### config.mk
export PLATFORM = sky130hd
export DESIGN_NAME = esb_bridge
export DESIGN_NICKNAME = d
export VERILOG_FILES = /design/src/esb_pkg.sv /design/src/esb_bridge.sv /design/src/esb_buf2.sv /design/src/esb_wait_cnt.sv
export SDC_FILE = /design/constraint.sdc
export NUM_CORES = 1
export LEC_CHECK = 0
export ABC_AREA = 1
export BUFFER_PORTS_ARGS = -buffer_cell sky130_fd_sc_hd__buf_2
export CAP_MARGIN = 20
export CORE_MARGIN = 5
export CORE_UTILIZATION = 37
export DETAILED_ROUTE_END_ITERATION = 16
export PLACE_DENSITY = 0.57
export SYNTH_ARGS = -nofsm -noshare
export SYNTH_HDL_FRONTEND = slang
export SYNTH_SLANG_ARGS = --single-unit
export TNS_END_PERCENT = 10
### constraint.sdc
create_clock -name pclk -period 7 [get_ports pclk]
set_clock_uncertainty 0.05 [all_clocks]
set_input_delay 1.05 -clock pclk [delete_from_list [all_inputs] [get_ports pclk]]
set_output_delay 1.05 -clock pclk [all_outputs]
set_load 0.1 [all_outputs]
### src/esb_pkg.sv
// Shared constants and types for the external static memory bridge
package esb_pkg;
  localparam int unsigned ADDR_BITS_DEFAULT = 16;
  localparam int unsigned APB_ADDR_W = 12;
  localparam int unsigned SET_W = 3;
  localparam int unsigned BUF_DEPTH = 2;
  // Register offsets (byte addresses)
  localparam logic [11:0] CFG_OFFSET = 12'h000;
  localparam logic [11:0] STATUS_OFFSET = 12'h004;
  // Configuration register fields
  localparam int unsigned CFG_RD_LSB = 0;
  localparam int unsigned CFG_WR_LSB = 3;
  localparam int unsigned CFG_TA_LSB = 6;
  localparam int unsigned CFG_WIDE_BIT = 9;
  localparam int unsigned CFG_W = 10;
  localparam logic [9:0] CFG_RESET = 10'h000;
  // Status register fields
  localparam int unsigned ST_BUSY_BIT = 0;
  localparam int unsigned ST_LASTWR_BIT = 1;
  localparam int unsigned ST_QUEUED_BIT = 2;
  // Bus encodings
  localparam logic [1:0] SIZE_BYTE = 2'h0;
  localparam logic [1:0] SIZE_HALF = 2'h1;
  localparam logic [1:0] SIZE_WORD = 2'h2;
  localparam int unsigned HTRANS_ACTIVE_BIT = 1;
  localparam logic HRESP_OKAY = 1'b0;
  localparam logic [31:0] UNMAPPED_DATA = 32'h0000_0000;
  typedef enum logic [2:0] {
    ST_IDLE, ST_TURN, ST_SETUP, ST_WRITE, ST_HOLD, ST_READ
  } esb_state_t;
endpackage

### src/esb_bridge.sv
// System-bus bridge to an 8 or 16 bit external static memory bus
`timescale 1ns/100ps
`default_nettype none
module esb_bridge #(
  parameter int unsigned addr_bits_param = esb_pkg::ADDR_BITS_DEFAULT
) (
  input wire logic pclk,
  input wire logic presetn,
  input wire logic psel,
  input wire logic penable,
  input wire logic pwrite,
  input wire logic [11:0] paddr,
  input wire logic [31:0] pwdata,
  output logic [31:0] prdata,
  output logic pready,
  output logic pslverr,
  input wire logic hsel,
  input wire logic [31:0] haddr,
  input wire logic [1:0] htrans,
  input wire logic hwrite,
  input wire logic [2:0] hsize,
  input wire logic [31:0] hwdata,
  input wire logic hready,
  output logic hreadyout,
  output logic [31:0] hrdata,
  output logic hresp,
  output logic [addr_bits_param-1:0] ext_addr,
  output logic [15:0] ext_write_data,
  input wire logic [15:0] ext_read_data,
  output logic data_drive_enable_n,
  output logic mem_write_strobe_n,
  output logic mem_read_enable_n,
  output logic mem_select_n,
  output logic low_lane_enable_n,
  output logic high_lane_enable_n
);
  localparam int unsigned AW = addr_bits_param;
  localparam int unsigned REQ_W = AW + 3 + 32;

  typedef struct packed {
    logic [esb_pkg::CFG_W-1:0] cfg;
    logic pready;
    logic pslverr;
    logic [31:0] prdata;
    logic [AW-1:0] a_addr;
    logic [1:0] a_size;
    logic a_write;
    logic dphase;
    logic pushed;
    logic hready_o;
    logic hresp;
    logic [31:0] hrdata;
    esb_pkg::esb_state_t st;
    logic [AW-1:0] j_addr;
    logic [1:0] j_size;
    logic j_write;
    logic [31:0] j_wdata;
    logic [31:0] j_rdata;
    logic [1:0] beats_left;
    logic last_wr;
    logic dir_known;
    logic [2:0] run;
    logic [AW-1:0] ea;
    logic [15:0] ewd;
    logic doe_n;
    logic we_n;
    logic oe_n;
    logic ce_n;
    logic lb_n;
    logic ub_n;
  } esb_top_state_t;

  esb_top_state_t q;
  esb_top_state_t d;

  logic [2:0] rd_set;
  logic [2:0] wr_set;
  logic [2:0] ta_set;
  logic wide;
  logic buf_in_valid;
  logic buf_in_ready;
  logic [REQ_W-1:0] buf_in_data;
  logic buf_out_valid;
  logic buf_out_ready;
  logic [REQ_W-1:0] buf_out_data;
  logic cnt_load;
  logic [2:0] cnt_val;
  logic cnt_last;
  logic start_beat;
  logic start_wr;
  logic beat_end;
  logic [1:0] lane;
  logic [1:0] stride;
  logic active;

  //////////////////////////////////////////////////////////////////////////
  // Lane and beat decoding

  // Beats minus one for one system transfer
  function automatic logic [1:0] beat_count(input logic [1:0] size,
                                            input logic wd);
    logic [1:0] r;
    r = 2'h0;
    if (!wd) begin
      case (size)
        esb_pkg::SIZE_HALF: r = 2'h1;
        esb_pkg::SIZE_WORD: r = 2'h3;
        default: r = 2'h0;
      endcase
    end else if (size == esb_pkg::SIZE_WORD) begin
      r = 2'h1;
    end
    return r;
  endfunction

  // Lowest system byte lane carried by the current beat
  function automatic logic [1:0] lane_of(input logic [1:0] a,
                                         input logic wd);
    return wd ? {a[1], 1'b0} : a;
  endfunction

  assign rd_set = q.cfg[esb_pkg::CFG_RD_LSB +: 3];
  assign wr_set = q.cfg[esb_pkg::CFG_WR_LSB +: 3];
  assign ta_set = q.cfg[esb_pkg::CFG_TA_LSB +: 3];
  assign wide = q.cfg[esb_pkg::CFG_WIDE_BIT];

  //////////////////////////////////////////////////////////////////////////
  // Request buffer and phase timer

  // Request is pushed in the data phase, once write data is valid
  assign buf_in_valid = q.dphase && !q.pushed;
  assign buf_in_data = {q.a_addr, q.a_size, q.a_write, hwdata};

  esb_buf2 #(.W(REQ_W)) u_req_buf (
    .pclk(pclk),
    .presetn(presetn),
    .in_valid(buf_in_valid),
    .in_ready(buf_in_ready),
    .in_data(buf_in_data),
    .out_valid(buf_out_valid),
    .out_ready(buf_out_ready),
    .out_data(buf_out_data)
  );

  esb_wait_cnt u_wait (
    .pclk(pclk),
    .presetn(presetn),
    .load(cnt_load),
    .load_val(cnt_val),
    .last(cnt_last)
  );

  //////////////////////////////////////////////////////////////////////////
  // Next-state logic

  always_comb begin
    d = q;
    buf_out_ready = 1'b0;
    cnt_load = 1'b0;
    cnt_val = 3'h0;
    start_beat = 1'b0;
    start_wr = 1'b0;
    beat_end = 1'b0;
    lane = 2'h0;
    stride = 2'h1;
    active = 1'b0;
    d.hresp = esb_pkg::HRESP_OKAY;

    // Register slave: answers in the first access cycle
    d.pready = 1'b0;
    if (psel && !penable) begin
      d.pready = 1'b1;
      d.pslverr = 1'b0;
      case (paddr)
        esb_pkg::CFG_OFFSET: d.prdata = {22'h0, q.cfg};
        esb_pkg::STATUS_OFFSET: begin
          d.prdata = esb_pkg::UNMAPPED_DATA;
          d.prdata[esb_pkg::ST_BUSY_BIT] = (q.st != esb_pkg::ST_IDLE)
                                           || q.dphase;
          d.prdata[esb_pkg::ST_LASTWR_BIT] = q.last_wr;
          d.prdata[esb_pkg::ST_QUEUED_BIT] = buf_out_valid;
        end
        default: begin
          d.prdata = esb_pkg::UNMAPPED_DATA;
          d.pslverr = 1'b1;
        end
      endcase
    end
    if (psel && penable && q.pready && pwrite
        && paddr == esb_pkg::CFG_OFFSET) begin
      d.cfg = pwdata[esb_pkg::CFG_W-1:0];
    end

    if (buf_in_valid && buf_in_ready) begin
      d.pushed = 1'b1;
    end

    // External engine
    case (q.st)
      esb_pkg::ST_IDLE: begin
        if (buf_out_valid) begin
          buf_out_ready = 1'b1;
          {d.j_addr, d.j_size, d.j_write, d.j_wdata} = buf_out_data;
          d.j_rdata = 32'h0000_0000;
          d.beats_left = beat_count(d.j_size, wide);
          if (q.dir_known && q.last_wr != d.j_write) begin
            d.st = esb_pkg::ST_TURN;
            cnt_load = 1'b1;
            cnt_val = ta_set;
          end else begin
            start_beat = 1'b1;
            start_wr = d.j_write;
          end
        end
      end
      esb_pkg::ST_TURN: begin
        if (cnt_last) begin
          start_beat = 1'b1;
          start_wr = q.j_write;
        end
      end
      esb_pkg::ST_SETUP: begin
        d.st = esb_pkg::ST_WRITE;
        cnt_load = 1'b1;
        cnt_val = wr_set;
      end
      esb_pkg::ST_WRITE: begin
        if (cnt_last) begin
          d.st = esb_pkg::ST_HOLD;
        end
      end
      esb_pkg::ST_HOLD: begin
        beat_end = 1'b1;
      end
      esb_pkg::ST_READ: begin
        if (cnt_last) begin
          lane = lane_of(q.j_addr[1:0], wide);
          if (wide) begin
            d.j_rdata[{lane, 3'b000} +: 16] = ext_read_data;
          end else begin
            d.j_rdata[{lane, 3'b000} +: 8] = ext_read_data[7:0];
          end
          beat_end = 1'b1;
        end
      end
      default: d.st = esb_pkg::ST_IDLE;
    endcase

    // Split wide accesses into consecutive beats
    if (beat_end) begin
      if (q.beats_left != 2'h0) begin
        if (wide && q.j_size != esb_pkg::SIZE_BYTE) begin
          stride = 2'h2;
        end
        d.beats_left = q.beats_left - 2'h1;
        d.j_addr = q.j_addr + {{(AW-2){1'b0}}, stride};
        start_beat = 1'b1;
        start_wr = q.j_write;
      end else begin
        d.st = esb_pkg::ST_IDLE;
        d.hready_o = 1'b1;
        d.hrdata = d.j_rdata;
        d.dphase = 1'b0;
        d.last_wr = q.j_write;
        d.dir_known = 1'b1;
      end
    end

    if (start_beat) begin
      if (start_wr) begin
        d.st = esb_pkg::ST_SETUP;
      end else begin
        d.st = esb_pkg::ST_READ;
        cnt_load = 1'b1;
        cnt_val = rd_set;
      end
    end

    // Address phase; our own pending transfer keeps hready low meanwhile
    if (hsel && htrans[esb_pkg::HTRANS_ACTIVE_BIT] && hready) begin
      d.a_addr = haddr[AW-1:0];
      d.a_size = hsize[1:0];
      d.a_write = hwrite;
      d.dphase = 1'b1;
      d.pushed = 1'b0;
      d.hready_o = 1'b0;
    end

    // Pins follow the next state so they leave the flops in step with it
    active = (d.st == esb_pkg::ST_SETUP) || (d.st == esb_pkg::ST_WRITE)
             || (d.st == esb_pkg::ST_HOLD) || (d.st == esb_pkg::ST_READ);
    d.ce_n = !active;
    d.oe_n = (d.st != esb_pkg::ST_READ);
    d.we_n = (d.st != esb_pkg::ST_WRITE);
    d.doe_n = !((d.st == esb_pkg::ST_SETUP) || (d.st == esb_pkg::ST_WRITE)
                || (d.st == esb_pkg::ST_HOLD));
    d.ea = d.j_addr;
    lane = lane_of(d.j_addr[1:0], wide);
    if (wide) begin
      d.ewd = d.j_wdata[{lane, 3'b000} +: 16];
    end else begin
      d.ewd = {8'h00, d.j_wdata[{lane, 3'b000} +: 8]};
    end
    // Narrow mode only ever uses the low lane
    if (!active) begin
      d.lb_n = 1'b1;
      d.ub_n = 1'b1;
    end else if (!wide) begin
      d.lb_n = 1'b0;
      d.ub_n = 1'b1;
    end else if (d.j_size == esb_pkg::SIZE_BYTE) begin
      d.lb_n = d.j_addr[0];
      d.ub_n = !d.j_addr[0];
    end else begin
      d.lb_n = 1'b0;
      d.ub_n = 1'b0;
    end

    // Phase length seen by the checks below
    d.run = cnt_load ? 3'h0 : q.run + 3'h1;
  end

  always_ff @(posedge pclk or negedge presetn) begin
    if (!presetn) begin
      q <= '0;
      q.cfg <= esb_pkg::CFG_RESET;
      q.hready_o <= 1'b1;
      q.doe_n <= 1'b1;
      q.we_n <= 1'b1;
      q.oe_n <= 1'b1;
      q.ce_n <= 1'b1;
      q.lb_n <= 1'b1;
      q.ub_n <= 1'b1;
    end else begin
      q <= d;
    end
  end

  //////////////////////////////////////////////////////////////////////////
  // Outputs

  assign prdata = q.prdata;
  assign pready = q.pready;
  assign pslverr = q.pslverr;
  assign hreadyout = q.hready_o;
  assign hrdata = q.hrdata;
  assign hresp = q.hresp;
  assign ext_addr = q.ea;
  assign ext_write_data = q.ewd;
  assign data_drive_enable_n = q.doe_n;
  assign mem_write_strobe_n = q.we_n;
  assign mem_read_enable_n = q.oe_n;
  assign mem_select_n = q.ce_n;
  assign low_lane_enable_n = q.lb_n;
  assign high_lane_enable_n = q.ub_n;
endmodule
`default_nettype wire

### src/esb_buf2.sv
// Two-entry request buffer with valid and ready on both sides
`timescale 1ns/100ps
`default_nettype none
module esb_buf2 #(
  parameter int unsigned W = 8
) (
  input wire logic pclk,
  input wire logic presetn,
  input wire logic in_valid,
  output logic in_ready,
  input wire logic [W-1:0] in_data,
  output logic out_valid,
  input wire logic out_ready,
  output logic [W-1:0] out_data
);
  typedef struct packed {
    logic [esb_pkg::BUF_DEPTH-1:0][W-1:0] data;
    logic wp;
    logic rp;
    logic [1:0] cnt;
  } esb_buf_state_t;

  esb_buf_state_t q;
  esb_buf_state_t d;
  logic push;
  logic pop;

  assign in_ready = (q.cnt != 2'(esb_pkg::BUF_DEPTH));
  assign out_valid = (q.cnt != 2'h0);
  assign out_data = q.data[q.rp];
  assign push = in_valid && in_ready;
  assign pop = out_valid && out_ready;

  always_comb begin
    d = q;
    if (push) begin
      d.data[q.wp] = in_data;
      d.wp = !q.wp;
    end
    if (pop) begin
      d.rp = !q.rp;
    end
    d.cnt = q.cnt + {1'b0, push} - {1'b0, pop};
  end

  always_ff @(posedge pclk or negedge presetn) begin
    if (!presetn) begin
      q <= '0;
    end else begin
      q <= d;
    end
  end
endmodule
`default_nettype wire

### src/esb_wait_cnt.sv
// Down-counter that times the turnaround, read and write phases
`timescale 1ns/100ps
`default_nettype none
module esb_wait_cnt (
  input wire logic pclk,
  input wire logic presetn,
  input wire logic load,
  input wire logic [2:0] load_val,
  output logic last
);
  typedef struct packed {
    logic [2:0] cnt;
  } esb_cnt_state_t;

  esb_cnt_state_t q;
  esb_cnt_state_t d;

  always_comb begin
    d = q;
    if (load) begin
      d.cnt = load_val;
    end else if (q.cnt != 3'h0) begin
      d.cnt = q.cnt - 3'h1;
    end
  end

  always_ff @(posedge pclk or negedge presetn) begin
    if (!presetn) begin
      q <= '0;
    end else begin
      q <= d;
    end
  end

  assign last = (q.cnt == 3'h0);
endmodule
`default_nettype wire

==> results.cfg, run 1 <==
[placement]
post-dp-hpwl_um = 25600
port_buffers = 179
gp_congestion = 0.844

[floorplan]
initial_core_util = 0.376
die_h_um = 209
core_um2 = 38800
dieWidth_um = 209
ios = 243
die_area_um2 = 43600
rows = 72

[detailed_routing]
ant_nets = 0
drc = 0
vias_per_cell = 4.82
vias = 11630
dr.pass1.iters = 5
drt_iter0_markers = 821
wl_um = 38000
drt-wirelength-per-cell_um = 15.8

[worst_setup_path]
cp-start-kind = register
crit_required_ns = 7.36
path_class = register to register
reg2reg_from = q[229]$_DFFE_PN0P_
crit_arrival_ns = 4.15
cp_max_fo = 47
end_kind = register
startpoint = q[229]$_DFFE_PN0P_

[grt]
grt_pass1_wl_um = 61600
grt_pass1_vias = 11097
antenna_found_initial = 1
grt_overflow_total = 0
track_usage = 0.172
grt_max_degree = 137

[power]
p_per_area_nw_per_um2 = 522
power_frac_comb = 0.468
clockPowerShare = 0.216
switching_share = 0.486
intPower_w = 0.00442
ir_drop_mv = 0.297
pwr-share-seq = 0.316
p_sw_w = 0.00418
leakage_nw = 8.44

[clocking]
cts.repair.resized = 0
h-tree-depth = 2
postCtsHoldBufs = 0
clkTransAtPathRegs_ns = 0.06
cts_tree = yes
ctsRootBufferMaster = clkbuf_16
clockBufferDepth = 3
cts.sinks = 297
numCtsBuffers = 36
post_cts_buffers = 0
insertion_delay_ns = 0.55

[min_path]
hold_path_class = register to register
min_from = hrdata[16]$_DFFE_PN0P_

[final_layout]
final_nets = 2020
area_delta_synth_final_pct = 12.7
diodes = 0
drive_gt1_frac = 0.158

[sta]
period_share = 0.542
drv_slew = 0
fmax_mhz = 264
worst_slew_margin_rel = 0.314
fin_hold_ws_ns = 0.419
fin_crit_ns = 3.79
setup_violations = 0
worst_pin_slew_ns = 1.03
finalSetupTns_ns = 0
rsz0062_at_grt = no
finalHoldViolations = 0

[run]
cap_violations = 0

[synthesis]
synth-edff-count = 0
synth_warnings = 0
synth_seq_cells = 297
ys.flop_type = dfrtp_1
async_reset_ff_frac = 1.00
yosysSeqAreaShare = 0.509
netlist_area_um2 = 14600
ys_top_cells_by_area = dfrtp_1 (50%), nand2_1 (14%), o21ai_0 (6.8%), buf_4 (5.3%), inv_1 (4.5%)
synth_cell_types = 50
synth_top_area_frac = 0.497
synthCells = 1794
yosysTopAreaCell = dfrtp_1
avgSynthCellArea_um2 = 8.14

[status]
outcome = finished, final reports clean
power groups by stage:
stage / registers (W) / clock network, W / logic (W)
after floorplan: 0.00275 / 0 / 0.00328
after global placement: 0.00274 / 0 / 0.00397
after detailed placement: 0.00275 / 0 / 0.00405
after CTS: 0.00272 / 0.00192 / 0.00406
after global routing: 0.00279 / 0.00199 / 0.00446
final: 0.00272 / 0.00186 / 0.00402
path summary, 6_finish.rpt:
path | to | slack [ns] | cells past startpoint
min in group asynchronous | hrdata[27]$_DFFE_PN0P_ | 0.43 | 1
setup / recovery | ext_write_data[1]$_DFF_PN0_ | 3.21 | 9
hold reg to reg | hrdata[16]$_DFFE_PN0P_ | 0.42 | 2
hold / removal | hrdata[16]$_DFFE_PN0P_ | 0.42 | 2
max in group asynchronous | buf_in_data[47]$_DFFE_PN0P_ | 5.27 | 2
setup reg to reg | ext_write_data[1]$_DFF_PN0_ | 3.21 | 9
worst max-delay path, stage by stage (launching register included):
cell	delay, ns
dfrtp_1	0.74
inv_2	0.48
a21oi_1	0.40
inv_1	0.08
ha_1	0.28
inv_1	0.05
nand4_2	0.27
nand3_2	0.72
o211ai_1	0.45
nand2_1	0.14
layout by cell type (no fill, tap or decap), types with 10 or more instances in the layout:
cell / instances
clkbuf_16: 36
buf_2: 178
nand4_1: 16
dfrtp_1: 290
conb_1: 23
a21oi_1: 52
nand2_2: 10
nand3_1: 55
inv_1: 176
o22ai_1: 10
o31ai_1: 16
o21ai_0: 198
ha_1: 14
nand2_1: 559
o21ai_1: 24
o211ai_1: 16
nor2_1: 99
layout make-up:
cell class	instances	area, µm²
inverter	186	698
multi-input combinational	1156	5430
tap	518	648
clock buffer	48	1010
fill	4008	22400
timing repair buffer	191	1060
sequential	297	7440
clock inverter	17	186
per-layer routing:
layer,up-vias,track usage,wire length [µm]
li1,5766,-,-
met1,5544,0.245,17600
met2,275,0.270,17500
met3,45,0.0324,2090
met4,0,0.0464,753
met5,-,0,0
sequential cells by signal, indices dropped and copies added, names as in the netlist:
| signal | flops |
|---|---|
| data_drive_enable_n | 1 |
| u_req_buf.q | 106 |
| mem_select_n | 1 |
| mem_read_enable_n | 1 |
| ext_write_data | 16 |
| u_wait.q | 3 |
| buf_in_data | 19 |
| pslverr | 1 |
| pready | 1 |
| hreadyout | 1 |
| low_lane_enable_n | 1 |
| q | 86 |
| high_lane_enable_n | 1 |
| ext_addr | 16 |
| prdata | 10 |
| mem_write_strobe_n | 1 |
| hrdata | 32 |
Yosys cell counts, types with 3 or more instances:
master and number:
buf_2 14, nor2_4 4, nand3_2 4, clkbuf_1 45
dfstp_2 7, xor2_1 4, inv_2 9, nand4_1 16
o21ai_1 24, buf_4 103, a31oi_1 3, a32oi_1 6
nand3_4 3, buf_1 5, a21oi_1 52, nand3_1 55
nand2_1 560, ha_1 14, nor3_1 4, dfrtp_1 290
nand2_2 9, a21boi_0 6, buf_6 8, o21ai_0 198
nor2_1 99, o22ai_1 10, o211ai_1 16, inv_1 176
or2_2 4, a211oi_1 3, o31ai_1 16
stage by stage:
| step | cells | setup slack (ns) | power (W) | instance area [µm²] | util |
|---|---|---|---|---|---|
| 5_1_grt | 2413 | 2.85 | 0.00924 | 16500 | 0.424 |
| 4_1_cts | 2410 | 3.22 | 0.00870 | 16400 | 0.422 |
| 3_5_place_dp | 2345 | 3.22 | 0.00679 | 15200 | 0.392 |
| 3_3_place_gp | 2344 | 3.28 | 0.00671 | 15200 | 0.391 |
| 2_1_floorplan | 1816 | 4.27 | 0.00603 | 14700 | - |
| 6_report | 2413 | 3.21 | 0.00860 | 16500 | 0.424 |
cells by family (layout without fill, tap and decap cells):
| family | after synthesis | in the layout | share of synthesized area |
|---|---|---|---|
| buffers and inverters | 363 | 442 | 0.125 |
| adders and majority gates | 15 | 15 | 0.0134 |
| other | 1 | 23 | 0.000257 |
| AOI/OAI and AO/OA | 349 | 349 | 0.134 |
| xor gates and xnor gates | 6 | 6 | 0.00360 |
| DFF | 297 | 297 | 0.509 |
| muxes | 1 | 1 | 0.000685 |
| and+or+nand+nor | 762 | 762 | 0.213 |
Power figures use the tool's default switching activity.
==> run 2: changes to the inputs <==
--- a/config.mk
+++ b/config.mk
@@ -5,13 +5,13 @@
 export SDC_FILE = /design/constraint.sdc
 export NUM_CORES = 1
 export LEC_CHECK = 0
-export ABC_AREA = 1
+export ABC_AREA = 0
 export BUFFER_PORTS_ARGS = -buffer_cell sky130_fd_sc_hd__buf_2
 export CAP_MARGIN = 20
 export CORE_MARGIN = 5
 export CORE_UTILIZATION = 37
 export DETAILED_ROUTE_END_ITERATION = 16
-export PLACE_DENSITY = 0.57
+export PLACE_DENSITY = 0.58
 export SYNTH_ARGS = -nofsm -noshare
 export SYNTH_HDL_FRONTEND = slang
 export SYNTH_SLANG_ARGS = --single-unit
==> constraint.sdc (replaced) <==
create_clock -name pclk -period 3.7 [get_ports pclk]
set_clock_uncertainty 0.05 [all_clocks]
set_input_delay 0.555 -clock pclk [delete_from_list [all_inputs] [get_ports pclk]]
set_output_delay 0.555 -clock pclk [all_outputs]
set_load 0.1 [all_outputs]
==> run 2 against run 1 <==
Worst setup slack got worse by 2.4 ns. Critical path type unchanged. Worst hold slack lost 0.40 ns. Design area down 4.5%. Sequential power up 88%. Routed wire length shrank 15%. Combinational power up 64%. First-iteration DRC count down 42%. Sequential share of layout area rose by 2.1 points. Largest cell class unchanged. Non-clock buffer count rose by 10.
==> results.cfg, run 2 <==
[floorplan]
rows = 70
initial_core_util = 0.375
core_um2 = 36700
die_area_um2 = 41200
dieWidth_um = 203
ios = 243
die_h_um = 203

[detailed_routing]
vias_per_cell = 5.15
drc = 0
vias = 8778
ant_nets = 0
dr.pass1.iters = 4
wl_um = 32300
drt-wirelength-per-cell_um = 19.0
drt_iter0_markers = 475

[worst_setup_path]
cpMostUsedCell = nor2_1
reg2reg_from = ext_addr[0]$_DFF_PN0_
path_class = register to register
path_delay_family = simple AND/OR/NAND/NOR gates
cp_max_fo = 9
crit_buf_inv = 0
cp_cell_sequence = nand2b_1, ha_1, nor2_1, o21ai_0, nor2_1, a22o_1, mux2_2
crit_required_ns = 4.10
critPathSlowestCell = dfrtp_1
end_kind = register
max_stage_delay_ns = 0.55
reg2reg_slack_ns = 0.82
reg2regPathDepth = 7
cp-start-kind = register
r2r-end = hrdata[22]$_DFFE_PN0P_
crit_arrival_ns = 3.28

[grt]
track_usage = 0.157
grt_pass1_vias = 9120
grt_pass1_wl_um = 52000
antenna_found_initial = 1
grt_overflow_total = 0
grt_max_degree = 102

[clocking]
h-tree-depth = 2
postCtsHoldBufs = 0
numCtsBuffers = 36
cts_tree = yes
cts.sinks = 297
post_cts_buffers = 0
cts.repair.resized = 0
ctsRootBufferMaster = clkbuf_16
insertion_delay_ns = 0.52
clockBufferDepth = 3
clkTransAtPathRegs_ns = 0.06

[placement]
place_inst = 1642
gp_congestion = 0.778
port_buffers = 179
post-dp-hpwl_um = 22000

[power]
p_per_area_nw_per_um2 = 968
leakage_nw = 7.37
ir_drop_mv = 0.458

[sta]
worst_pin_slew_ns = 0.889
finalSetupTns_ns = 0
rsz0062_at_grt = no
fin_crit_ns = 2.88
drv_slew = 0
setup_violations = 0
fmax_mhz = 348
finalHoldViolations = 0
worst_slew_margin_rel = 0.402
period_share = 0.777

[synthesis]
yosysMostFrequentCell = dfrtp_1
yosysTopAreaCell = dfrtp_1
synth_top_area_frac = 0.527
synth_warnings = 0
avgSynthCellArea_um2 = 12.5
synth_cell_types = 77
async_reset_ff_frac = 1.00
netlist_area_um2 = 13800
synth-edff-count = 0
ys.flop_type = dfrtp_1
synthCells = 1105
ys_top_cells_by_count = dfrtp_1 (290), mux2_2 (166), buf_4 (105)
ys_top_cells_by_area = dfrtp_1 (53%), mux2_2 (14%), buf_4 (5.7%), mux2i_1 (5.0%), o21ai_0 (3.5%)
yosysSeqAreaShare = 0.540
synth_seq_cells = 297

[final_layout]
diodes = 0
final_common_cell = dfrtp_1
area_delta_synth_final_pct = 14.2
most-common-layout-cells = dfrtp_1 (289), buf_2 (178), mux2_2 (166)
final_nets = 1364
final_core_util = 0.428
regMostFlops = u_req_buf.q
final_cells = 1705
drive_gt1_frac = 0.371
largest_reg_flops = 106

[status]
outcome = finished, final reports clean

[min_path]
hold_path_class = input port to asynchronous set/reset pin

[run]
cap_violations = 0
-- run 2: cell count changes in the layout (fill, tap and decap cells not counted), moves of 14 or more --
cell	delta
a21oi_1	-28
a22o_1	+22
inv_1	-152
mux2_2	+166
mux2i_1	+68
nand2_1	-530
nand3_1	-31
nor2_1	-84
nor2b_1	+14
o21ai_0	-101
o21ai_1	-17
-- run 2: kinds of logic after synthesis --
logic type,Yosys count,share of synthesized area
XOR/XNOR,8,0.00509
adder cells (fa/ha/maj),15,0.0142
buffers and inverters,179,0.0813
AND/OR/NAND/NOR,139,0.0577
multiplexers,235,0.186
other,1,0.000272
AO/OA/AOI/OAI,231,0.115
flip-flops,297,0.540
-- run 2: how the worst max path moves through the flow --
stage | from | endpoint | cells past startpoint
2_1_floorplan | q[229]$_DFFE_PN0P_ | ext_write_data[4]$_DFF_PN0_ | 10
3_3_place_gp | ext_addr[0]$_DFF_PN0_ | hrdata[21]$_DFFE_PN0P_ | 7
3_5_place_dp | ext_addr[0]$_DFF_PN0_ | hrdata[21]$_DFFE_PN0P_ | 7
4_1_cts | ext_addr[0]$_DFF_PN0_ | hrdata[21]$_DFFE_PN0P_ | 7
5_1_grt | ext_addr[0]$_DFF_PN0_ | hrdata[21]$_DFFE_PN0P_ | 7
6_report | ext_addr[0]$_DFF_PN0_ | hrdata[22]$_DFFE_PN0P_ | 7
-- run 2: where the power goes --
| group | total, W | switching, W | internal [W] |
|---|---|---|---|
| sequential | 0.00511 | 0.000721 | 0.00439 |
| clock | 0.00351 | 0.00134 | 0.00217 |
| combinational | 0.00660 | 0.00437 | 0.00222 |
| total | 0.0152 | 0.00644 | 0.00878 |
-- run 2: cell type report --
| cell class | instances | area (µm²) |
|---|---|---|
| fillers | 3449 | 21000 |
| flip-flops and latches | 297 | 7440 |
| multi-input cells | 651 | 5310 |
| repair buffers | 201 | 1110 |
| clock buffers | 56 | 1100 |
| well taps | 468 | 586 |
| inverters | 25 | 93.8 |
| clock inverters | 7 | 85.1 |
-- run 2: per-stage QoR --
step | power [W] | cell area [µm²] | worst slack (ns) | hold slack, ns
floorplan | 0.0106 | 13900 | 1.20 | 0.209
global placement | 0.0117 | 14500 | 0.984 | 0.412
detailed placement | 0.0118 | 14500 | 0.933 | 0.420
CTS | 0.0154 | 15700 | 0.871 | 0.0468
global route | 0.0162 | 15700 | 0.552 | 0.0733
finish | 0.0152 | 15700 | 0.824 | 0.0142
-- run 2: layer usage --
layer / share of wire / routed length, µm / track usage
met1: 0.46 / 14900 / 0.218
met2: 0.46 / 15000 / 0.248
met3: 0.048 / 1550 / 0.0302
met4: 0.028 / 891 / 0.0555
met5: 0.00040 / 13 / 0
